### config.mk
export PLATFORM = sky130hd
export DESIGN_NAME = op_slice
export DESIGN_NICKNAME = d
export VERILOG_FILES = /design/src/include/slice_pkg.sv /design/src/include/sfr_port_if.sv /design/src/rtl/sfr_mem.sv /design/src/rtl/op_slice.sv
export SDC_FILE = /design/constraint.sdc
export NUM_CORES = 1
export LEC_CHECK = 0
export ABC_CLOCK_PERIOD_IN_PS = 5100
export BUFFER_PORTS_ARGS = -buffer_cell sky130_fd_sc_hd__buf_2
export CAP_MARGIN = 20
export CORE_MARGIN = 5
export CORE_UTILIZATION = 40
export DETAILED_ROUTE_END_ITERATION = 10
export PLACE_DENSITY = 0.61
export SETUP_SLACK_MARGIN = 0.4
export SYNTH_ARGS = -nofsm -noshare
export SYNTH_HDL_FRONTEND = slang
export SYNTH_HIERARCHICAL = 1
export SYNTH_SLANG_ARGS = --single-unit
### constraint.sdc
create_clock -name core_clk_in -period 5.1 [get_ports core_clk_in]
set_clock_uncertainty 0.2 [all_clocks]
set_input_delay 0.51 -clock core_clk_in [delete_from_list [all_inputs] [get_ports core_clk_in]]
set_output_delay 0.51 -clock core_clk_in [all_outputs]
set_load 0.05 [all_outputs]
### src/include/slice_pkg.sv
package slice_pkg;
   localparam int DATA_W = 8;
   localparam int FADDR_W = 7;
   localparam int PC_W = 11;
   localparam int SFR_IDX_W = 4;
   localparam logic [SFR_IDX_W-1:0] SFR_IDX_MIN = 4'h5;
   localparam logic [SFR_IDX_W-1:0] SFR_IDX_MAX = 4'hf;
   localparam logic [DATA_W-1:0] WORK_RESET = 8'h00;
   localparam logic [DATA_W-1:0] SFR_RESET = 8'h00;
   localparam logic [DATA_W-1:0] ONE_BYTE = 8'h01;
   localparam logic [PC_W-1:0] ONE_PC = 11'h001;

   localparam logic [7:0] WORK_OFFSET = 8'h00;
   localparam logic [7:0] STATUS_OFFSET = 8'h04;
   localparam logic [7:0] PC_OFFSET = 8'h08;
   localparam logic [7:0] COUNT_OFFSET = 8'h0c;
   localparam int STATUS_ZERO_BIT = 0;
   localparam int STATUS_BUSY_BIT = 1;
   localparam int STATUS_BADIDX_BIT = 2;

   typedef enum logic [2:0] {
      INC_SKIP_ZERO_OP = 3'h0,
      OR_REG_OP = 3'h1,
      OR_IMMEDIATE_OP = 3'h2,
      SPECIAL_REG_READ_OP = 3'h3,
      SPECIAL_REG_WRITE_OP = 3'h4,
      SHORT_CALL_OP = 3'h5
   } op_kind_t;

   typedef enum logic [1:0] {
      EXEC_ST = 2'h0,
      SKIP_NOP_ST = 2'h1,
      CALL_ST = 2'h2
   } exec_state_t;
endpackage : slice_pkg

### src/include/sfr_port_if.sv
`timescale 1ns/1ps
interface sfr_port_if;
   logic we;
   logic [3:0] waddr;
   logic [7:0] wdata;
   logic [3:0] raddr;
   logic [7:0] rdata;
   modport core (output we, output waddr, output wdata, output raddr, input rdata);
   modport mem (input we, input waddr, input wdata, input raddr, output rdata);
endinterface : sfr_port_if

### src/rtl/sfr_mem.sv
`timescale 1ns/1ps
module sfr_mem (
   input wire logic core_clk_in,
   input wire logic resetn_in,
   input wire logic ce_in,
   sfr_port_if.mem port
);
   localparam int DEPTH = 16;
   logic [slice_pkg::DATA_W-1:0] mem_q [DEPTH];
   logic [slice_pkg::DATA_W-1:0] rdata_q;

   // Read data registered; the core forwards it one cycle later
   always_ff @(posedge core_clk_in) begin
      if (!resetn_in) begin
         rdata_q <= slice_pkg::SFR_RESET;
         for (int i = 0; i < DEPTH; i++) begin
            mem_q[i] <= slice_pkg::SFR_RESET;
         end
      end else if (ce_in) begin
         if (port.we) begin
            mem_q[port.waddr] <= port.wdata;
         end
         rdata_q <= mem_q[port.raddr];
      end
   end

   assign port.rdata = rdata_q;
endmodule : sfr_mem

### src/rtl/op_slice.sv
`timescale 1ns/1ps
// Functional notes
// - Increment-skip adds one to file register 0..127; dest bit picks work or file.
// - Zero increment result discards fetched next instruction, NOP instead, two cycles.
// - Increment wraps modulo 256; 0xFF becomes 0x00 and skips.
// - Register OR: work OR file, dest bit picks target, zero flag, one cycle.
// - Immediate OR: work OR 8-bit immediate into work, zero flag, one cycle.
// - Special read copies F-page register 5..15 into work, flags untouched.
// - Special write loads F-page register 5..15 from work, flags untouched.
// - Short call pushes next address, loads 11-bit target into PC low bits, two cycles.
module op_slice (
   input wire logic core_clk_in,
   input wire logic resetn_in,
   input wire logic ce_in,
   input wire logic op_valid_in,
   output logic op_ready_out,
   input wire logic [2:0] op_kind_in,
   input wire logic [6:0] op_faddr_in,
   input wire logic op_dest_in,
   input wire logic [10:0] op_imm_in,
   input wire logic [10:0] op_pc_in,
   output logic [6:0] fr_raddr_out,
   input wire logic [7:0] fr_rdata_in,
   output logic fr_we_out,
   output logic [6:0] fr_waddr_out,
   output logic [7:0] fr_wdata_out,
   output logic discard_next_out,
   output logic stack_push_out,
   output logic [10:0] stack_data_out,
   output logic pc_load_out,
   output logic [10:0] pc_target_out,
   output logic [7:0] work_out,
   output logic zero_out,
   input wire logic psel,
   input wire logic penable,
   input wire logic pwrite,
   input wire logic [7:0] paddr,
   input wire logic [31:0] pwdata,
   output logic [31:0] prdata,
   output logic pready,
   output logic pslverr
);
   sfr_port_if sfr ();

   slice_pkg::exec_state_t state_q, state_d;
   logic [7:0] work_q, work_d;
   logic zero_q, zero_d;
   logic sfr_load_q;
   logic badidx_q;
   logic [7:0] op_count_q;
   logic fr_we_q;
   logic [6:0] fr_waddr_q;
   logic [7:0] fr_wdata_q;
   logic discard_q;
   logic push_q;
   logic [10:0] push_data_q;
   logic pc_load_q;
   logic [10:0] pc_target_q;

   function automatic logic is_zero(input logic [7:0] v);
      return v == 8'h00;
   endfunction : is_zero

   // Forwarding hides the registered read latency of the special registers
   wire [7:0] work_now = sfr_load_q ? sfr.rdata : work_q;
   wire accept = op_valid_in && op_ready_out;
   wire [7:0] inc_res = fr_rdata_in + slice_pkg::ONE_BYTE;
   wire [7:0] or_reg_res = work_now | fr_rdata_in;
   wire [7:0] or_imm_res = work_now | op_imm_in[7:0];
   wire idx_ok = op_faddr_in[3:0] >= slice_pkg::SFR_IDX_MIN &&
      op_faddr_in[3:0] <= slice_pkg::SFR_IDX_MAX && op_faddr_in[6:4] == 3'h0;
   wire is_inc = accept && op_kind_in == slice_pkg::INC_SKIP_ZERO_OP;
   wire is_or_reg = accept && op_kind_in == slice_pkg::OR_REG_OP;
   wire is_or_imm = accept && op_kind_in == slice_pkg::OR_IMMEDIATE_OP;
   wire is_sfr_rd = accept && op_kind_in == slice_pkg::SPECIAL_REG_READ_OP;
   wire is_sfr_wr = accept && op_kind_in == slice_pkg::SPECIAL_REG_WRITE_OP;
   wire is_call = accept && op_kind_in == slice_pkg::SHORT_CALL_OP;
   wire to_file = op_dest_in;

   wire apb_access = psel && penable;
   wire apb_wr = apb_access && pwrite;
   wire sel_work = paddr == slice_pkg::WORK_OFFSET;
   wire sel_status = paddr == slice_pkg::STATUS_OFFSET;
   wire sel_pc = paddr == slice_pkg::PC_OFFSET;
   wire sel_count = paddr == slice_pkg::COUNT_OFFSET;
   wire mapped = sel_work || sel_status || sel_pc || sel_count;

   assign op_ready_out = state_q == slice_pkg::EXEC_ST;
   assign fr_raddr_out = op_faddr_in;
   assign sfr.raddr = op_faddr_in[3:0];
   assign sfr.we = is_sfr_wr && idx_ok;
   assign sfr.waddr = op_faddr_in[3:0];
   assign sfr.wdata = work_now;

   always_comb begin
      state_d = state_q;
      unique case (state_q)
         slice_pkg::EXEC_ST: begin
            if (is_inc && is_zero(inc_res)) begin
               state_d = slice_pkg::SKIP_NOP_ST;
            end else if (is_call) begin
               state_d = slice_pkg::CALL_ST;
            end
         end
         slice_pkg::SKIP_NOP_ST: state_d = slice_pkg::EXEC_ST;
         slice_pkg::CALL_ST: state_d = slice_pkg::EXEC_ST;
         default: state_d = slice_pkg::EXEC_ST;
      endcase
   end

   always_comb begin
      work_d = work_now;
      zero_d = zero_q;
      if (is_inc && !to_file) begin
         work_d = inc_res;
      end else if (is_or_reg) begin
         zero_d = is_zero(or_reg_res);
         if (!to_file) begin
            work_d = or_reg_res;
         end
      end else if (is_or_imm) begin
         work_d = or_imm_res;
         zero_d = is_zero(or_imm_res);
      end else if (accept) begin
         work_d = work_now;
      end else if (apb_wr && sel_work) begin
         work_d = pwdata[7:0];
      end
   end

   always_ff @(posedge core_clk_in) begin
      if (!resetn_in) begin
         state_q <= slice_pkg::EXEC_ST;
         work_q <= slice_pkg::WORK_RESET;
         zero_q <= 1'b0;
         sfr_load_q <= 1'b0;
         badidx_q <= 1'b0;
         op_count_q <= 8'h00;
      end else if (ce_in) begin
         state_q <= state_d;
         work_q <= work_d;
         zero_q <= zero_d;
         sfr_load_q <= is_sfr_rd && idx_ok;
         if ((is_sfr_rd || is_sfr_wr) && !idx_ok) begin
            badidx_q <= 1'b1;
         end else if (apb_wr && sel_status && pwdata[slice_pkg::STATUS_BADIDX_BIT]) begin
            badidx_q <= 1'b0;
         end
         if (accept) begin
            op_count_q <= op_count_q + 8'h01;
         end
      end
   end

   always_ff @(posedge core_clk_in) begin
      if (!resetn_in) begin
         fr_we_q <= 1'b0;
         fr_waddr_q <= 7'h00;
         fr_wdata_q <= 8'h00;
         discard_q <= 1'b0;
      end else if (ce_in) begin
         fr_we_q <= (is_inc || is_or_reg) && to_file;
         fr_waddr_q <= op_faddr_in;
         fr_wdata_q <= is_inc ? inc_res : or_reg_res;
         discard_q <= is_inc && is_zero(inc_res);
      end
   end

   always_ff @(posedge core_clk_in) begin
      if (!resetn_in) begin
         push_q <= 1'b0;
         push_data_q <= 11'h000;
         pc_load_q <= 1'b0;
         pc_target_q <= 11'h000;
      end else if (ce_in) begin
         push_q <= is_call;
         pc_load_q <= is_call;
         if (is_call) begin
            push_data_q <= op_pc_in + slice_pkg::ONE_PC;
            pc_target_q <= op_imm_in;
         end
      end
   end

   sfr_mem u_sfr_mem (
      .core_clk_in(core_clk_in),
      .resetn_in(resetn_in),
      .ce_in(ce_in),
      .port(sfr)
   );

   wire [31:0] status_word = {29'h0000_0000, badidx_q, !op_ready_out, zero_q};

   assign prdata = !(psel && !pwrite) ? 32'h0000_0000 :
      sel_work ? {24'h00_0000, work_now} :
      sel_status ? status_word :
      sel_pc ? {21'h00_0000, pc_target_q} :
      sel_count ? {24'h00_0000, op_count_q} : 32'h0000_0000;
   assign pready = 1'b1;
   assign pslverr = apb_access && !mapped;

   assign fr_we_out = fr_we_q;
   assign fr_waddr_out = fr_waddr_q;
   assign fr_wdata_out = fr_wdata_q;
   assign discard_next_out = discard_q;
   assign stack_push_out = push_q;
   assign stack_data_out = push_data_q;
   assign pc_load_out = pc_load_q;
   assign pc_target_out = pc_target_q;
   assign work_out = work_now;
   assign zero_out = zero_q;
endmodule : op_slice

==> results.txt, run 1 <==
Status - finished, final reports clean
Wire per inst - 19.1 µm
Root Driver - clkbuf_16
Asr flop ratio synth - 0
Synth warn - 6
# diodes - 0
Setup violators final - 0
Yosys cell types - 63
Largest net degree at the start of global routing - 82
Final nets - 1158
IO Pins - 180
Die Area - 28700 µm²
Relative slew slack - 0.272
Cts repair resizes - 0
Cell Area, Synth - 10200 µm²
Routed wire length - 26800 µm
Post-CTS Setup Bufs - 0
Seq cells post-synth - 197
Commonest non-fill, non-tap cell in the layout - and2_1
Later-pin clock latency in the skew report - 0.44 ns
Switching share of power - 0.268
Die W - 169 µm
H-tree levels - 4
Area growth from synthesis to layout - 13.4%
Critical path type - register to register
Post-route DRC violation count - 0
Net Switching - 0.935 mW
Fin util - 0.459
Reg clk slew, reported paths - 0.08 ns
Starting Density - 0.405
Crit Path Max Fanout - 9
Most frequent cells in the layout - and2_1 (139), buf_2 (134), edfxtp_1 (128)
Pre-CTS worst setup slack - 1.31 ns
Fin cells - 1409
DRT Pass-1 Iters - 5
GRT Max-Usage Layer - met2
Setup TNS Final - 0 ns
Pwr/cell area - 302 nW/µm²
Int Power - 2.55 mW
Row cnt - 58
Cts hold-fix bufs - 0
RePlAce Congestion - 0.903
Max-slew violations - 0
Antenna violation net count after detailed routing - 0
Vias post-DR - 7465
GRT Total Usage - 0.188
Num Clock Sinks - 197
Share of cells above drive strength 1 - 0.179
Initial antenna violation count - 0
Initial drt markers - 397
Max Freq - 293 MHz
First-pass GRT wire length - 42000 µm
Filler Cell Count - 2437
Met3 GRT Util - 0.0485
Dominant synthesized flop cell - edfxtp_1
Sequential share of the synthesized area - 0.514
Bufs on Longest Clock Path - 2
Seq pwr share - 0.508
Leak pwr - 4.78 nW
Max-Cap Viols - 0
M2 GR Usage - 0.302
Required @ worst endpoint - 4.98 ns
Worst path arrival time - 3.30 ns
Hold Vio Cnt, Final - 0
Worst setup SP type - register
Via density - 5.30
Num CTS Buffers - 17
Crit path capture type - register
Gate Count Post-Synth - 966
RSZ-0062 raised after global routing - no
Vias in the first global route - 7503
GRT overflow - 0
Comb pwr share - 0.124
Placed insts - 1372
Core area - 25100 µm²
Final Worst Setup Slack - 1.69 ns
Post-DP HPWL - 18500 µm
Actual slew at the worst max-slew pin - 1.08 ns
Die Height - 169 µm
Power share of the clock group - 0.368
Syn_area_per_cell - 10.5 µm²
Fin crit period - 3.41 ns
Fin crit share - 0.669
CTS tree - yes
Peak supply drop - 0.000221 V
Met1 usage - 0.257
Worst min-delay path category - input port to register
I/O Buffers - 133
Number of flops mapped to enable cells by yosys - 128
-- state kept, by name (all words and copies together), names as in the netlist, 7 cells and up --
signal                count
u_sfr_mem/port.rdata      8
op_count_q                8
pc_target_out            11
work_q                    8
fr_waddr_out              7
fr_wdata_out              8
u_sfr_mem/mem_q         128
stack_data_out           11
-- area by class of cell --
| cell class | count | area, µm² | area share |
|---|---|---|---|
| Multi-Input combinational cell | 690 | 4520 | 0.391 |
| Inverter | 11 | 41.3 | 0.00358 |
| Timing Repair Buffer | 149 | 787 | 0.0682 |
| Tap cell | 330 | 413 | 0.0358 |
| Sequential cell | 197 | 5230 | 0.453 |
| Clock buffer | 21 | 462 | 0.0400 |
| Clock inverter | 11 | 92.6 | 0.00803 |
-- path summary, 6_finish.rpt --
kind                          from                     to  slack (ns)  cells after the start
hold / removal        op_imm_in[8]       pc_target_out[8]        0.12                      3
setup / recovery        state_q[0]  u_sfr_mem/mem_q[2][6]        1.69                      6
setup reg to reg        state_q[0]  u_sfr_mem/mem_q[2][6]        1.69                      6
hold reg to reg   discard_next_out       discard_next_out        0.26                      2
-- cell families (layout without fill, tap and decap cells) --
family,after synthesis,in the layout,share of synthesized area
adder cells (fa/ha/maj),4,4,0.00492
XOR/XNOR,22,22,0.0189
multiplexers,95,95,0.0942
other,2,22,0.000738
flip-flops,197,197,0.514
AO/OA/AOI/OAI,157,157,0.106
buffers and inverters,99,192,0.0508
AND/OR/NAND/NOR,390,390,0.211
-- per-stage QoR --
step	total power [mW]	instance area, µm²	hold WS [ns]
finish	3.49	11500	0.117
global route	3.63	11500	0.102
CTS	3.51	11500	0.0967
detailed placement	2.24	10900	0.242
global placement	2.23	10900	0.224
floorplan	2.11	10200	0.220
-- cells in the mapped netlist (19+ instances only) --
library cell  instances  area share
edfxtp_1            128        0.38
buf_4                36       0.027
a21oi_1              28       0.014
nand2_1              84       0.031
nand3_1              40       0.020
a21boi_0             19       0.014
mux2i_1              89       0.088
nor2_1               32       0.012
nor2b_1              26       0.016
dfxtp_1              69        0.14
o21ai_0              30       0.015
clkbuf_1             41       0.015
a22oi_1              25       0.018
and2_1              139       0.085
-- power groups by stage --
stage / combinational (mW) / sequential, mW / clock (mW)
2_1_floorplan: 0.275 / 1.84 / 0
3_3_place_gp: 0.427 / 1.81 / 0
3_5_place_dp: 0.430 / 1.81 / 0
4_1_cts: 0.431 / 1.77 / 1.31
5_1_grt: 0.466 / 1.78 / 1.38
6_report: 0.433 / 1.77 / 1.28
-- critical path, stage by stage, from the launching register on --
cell and delay [ns]:
dfxtp_1 0.36, or3b_2 0.59, nor4_1 0.37, and3_1 0.25
nand2_1 0.18, nor3_1 0.65, nand2b_1 0.45
-- layer usage --
metal,share of wire,up-vias
li1,-,3623
met1,0.45,3521
met2,0.46,290
met3,0.072,31
met4,0.017,0
met5,0,-
Note: power is estimated with default switching activity, not from simulation.
==> run 2, diff against run 1 <==
- ABC_CLOCK_PERIOD_IN_PS: 5100 -> 3100
- PLACE_DENSITY: 0.61 -> 0.64
- clock period: 5.1 -> 3.1 ns (I/O delays scaled with it)
==> run 2 against run 1 <==
  * Final area is 5.2% higher
  * First-iteration DRC count is 37% higher
  * Via count is 3.2% higher
  * Register-to-register slack worse by 1.2 ns
  * Power is 72% higher
  * Combinational power is 76% higher
  * Setup slack worse by 1.2 ns
  * Critical endpoint is now work_out[5]
  * Largest cell class unchanged
  * Highest routed layer is now met5
==> results.txt, run 2 (synthesis gave the netlist of run 1 again) <==
Status - finished, final reports clean
RSZ-0062 raised after global routing - no
Largest net degree at the start of global routing - 74 (-9.8%)
GRT Total Usage - 0.193 (+0.00494)
Initial drt markers - 544 (+37%)
CTS tree - yes
Critical path type - register to output port
Required @ worst endpoint - 2.59 ns (-2.39 ns)
Vias in the first global route - 7781 (+3.7%)
Actual slew at the worst max-slew pin - 0.739 ns (-0.341 ns)
H-tree levels - 4 (unchanged)
Max Freq - 377 MHz
Worst setup SP type - register
Die W - 169 µm (unchanged)
Die Area - 28700 µm² (unchanged)
Antenna violation net count after detailed routing - 0 (unchanged)
DRT Pass-1 Iters - 5 (unchanged)
Post-route DRC violation count - 0 (unchanged)
First-pass GRT wire length - 43400 µm (+3.3%)
RePlAce Congestion - 0.923 (+2.3%)
Die Height - 169 µm (unchanged)
Crit path capture type - output port
Area growth from synthesis to layout - 19.3%
Worst hold margin - 0.0412 ns (-0.0763 ns)
Worst min-delay path category - input port to register
Relative slew slack - 0.508 (+0.235)
Leak pwr - 5.05 nW (+5.5%)
Max-Cap Viols - 0 (unchanged)
Root Driver - clkbuf_16
IO Pins - 180 (unchanged)
Core area - 25100 µm² (unchanged)
I/O Buffers - 133 (unchanged)
Commonest non-fill, non-tap cell in the layout - and2_1
Final Worst Setup Slack - 0.450 ns (-1.24 ns)
Num CTS Buffers - 17 (unchanged)
Num Clock Sinks - 197 (unchanged)
Worst path arrival time - 2.14 ns (-1.16 ns)
Fin crit share - 0.855
Final nets - 1209 (+4.4%)
Most frequent cells in the layout - and2_1 (139), edfxtp_1 (128), buf_2 (124)
Later-pin clock latency in the skew report - 0.45 ns (about the same)
Max-slew violations - 0 (unchanged)
Share of cells above drive strength 1 - 0.218 (+0.0388)
# diodes - 0 (unchanged)
Starting Density - 0.405 (unchanged)
Pre-CTS worst setup slack - -0.123 ns (-1.44 ns)
Setup violators final - 0 (unchanged)
Pwr/cell area - 493 nW/µm² (+63%)
Bufs on Longest Clock Path - 2 (unchanged)
Crit Path Max Fanout - 9 (unchanged)
Fin crit period - 2.65 ns
Peak supply drop - 0.000379 V (+72%)
Vias post-DR - 7702 (+3.2%)
Routed wire length - 27600 µm (+2.8%)
Max FFs per register - 128 (unchanged)
Row cnt - 58 (unchanged)
GRT overflow - 0 (unchanged)
Via density - 5.28 (-0.43%)
Wire per inst - 18.9 µm (-0.77%)
Fin cells - 1460 (+3.6%)
Reg clk slew, reported paths - 0.08 ns (about the same)
Biggest register - u_sfr_mem/mem_q
Initial antenna violation count - 2 (+2)
Hold Vio Cnt, Final - 0 (unchanged)
Placed insts - 1409 (+2.7%)
Post-DP HPWL - 19400 µm (+4.7%)
[run 2: critical path, cell delays in order (launching register included)]
cell,delay (ns)
dfxtp_2,0.47
mux2i_2,0.57
clkinvlp_4,0.36
buf_2,0.30
[run 2: routing by layer]
layer  vias up  global-route usage  share of wire
met3        40              0.0429          0.069
met5         -                   0        0.00040
met4         2              0.0648          0.023
li1       3718                   -              -
met2       292               0.311           0.47
met1      3650               0.260           0.44
[run 2: timing repair]
| action | CTS | global route |
|---|---|---|
| gates resized for setup | 12 | 15 |
| endpoints found under the hold margin | 17 | 0 |
| gates cloned | 1 | 0 |
| buffers inserted | 1 | 0 |
| hold buffers | 17 | 0 |
| endpoints found under the setup margin | 165 | 32 |
[run 2: report_power, final]
part / switching [mW] / leakage [nW] / internal, mW
Clock: 1.13 / 0.306 / 1.18
Combinational: 0.531 / 2.86 / 0.232
Sequential: 0.0382 / 1.88 / 2.87
Total: 1.70 / 5.05 / 4.28
[run 2: area by class of cell]
cell class              count  area (µm²)
clock buffers              17         425
clock inverters            15         203
fillers                  2357       13000
inverters                  11        45.0
multi-input cells         690        4590
flip-flops and latches    197        5230
well taps                 330         413
repair buffers            199        1230
repair inverters            1        5.00
[run 2: through the flow]
step	util	setup TNS [ns]	cell area [µm²]	total power, mW
global route	0.483	0	12100	6.22
finish	0.483	0	12100	5.98
floorplan	-	0	10300	3.48
CTS	0.482	0	12100	6.02
global placement	0.448	0	11300	3.69
detailed placement	0.448	-1.21	11300	3.70
[run 2: worst paths after layout]
kind                   startpoint                      to  slack [ns]  cells past startpoint
setup / recovery       sfr_load_q             work_out[5]        0.45                      3
hold / removal        op_pc_in[8]       stack_data_out[8]        0.04                      4
setup reg to reg       state_q[0]  u_sfr_mem/mem_q[13][3]        0.46                      7
hold reg to reg   fr_wdata_out[3]         fr_wdata_out[3]        0.27                      2
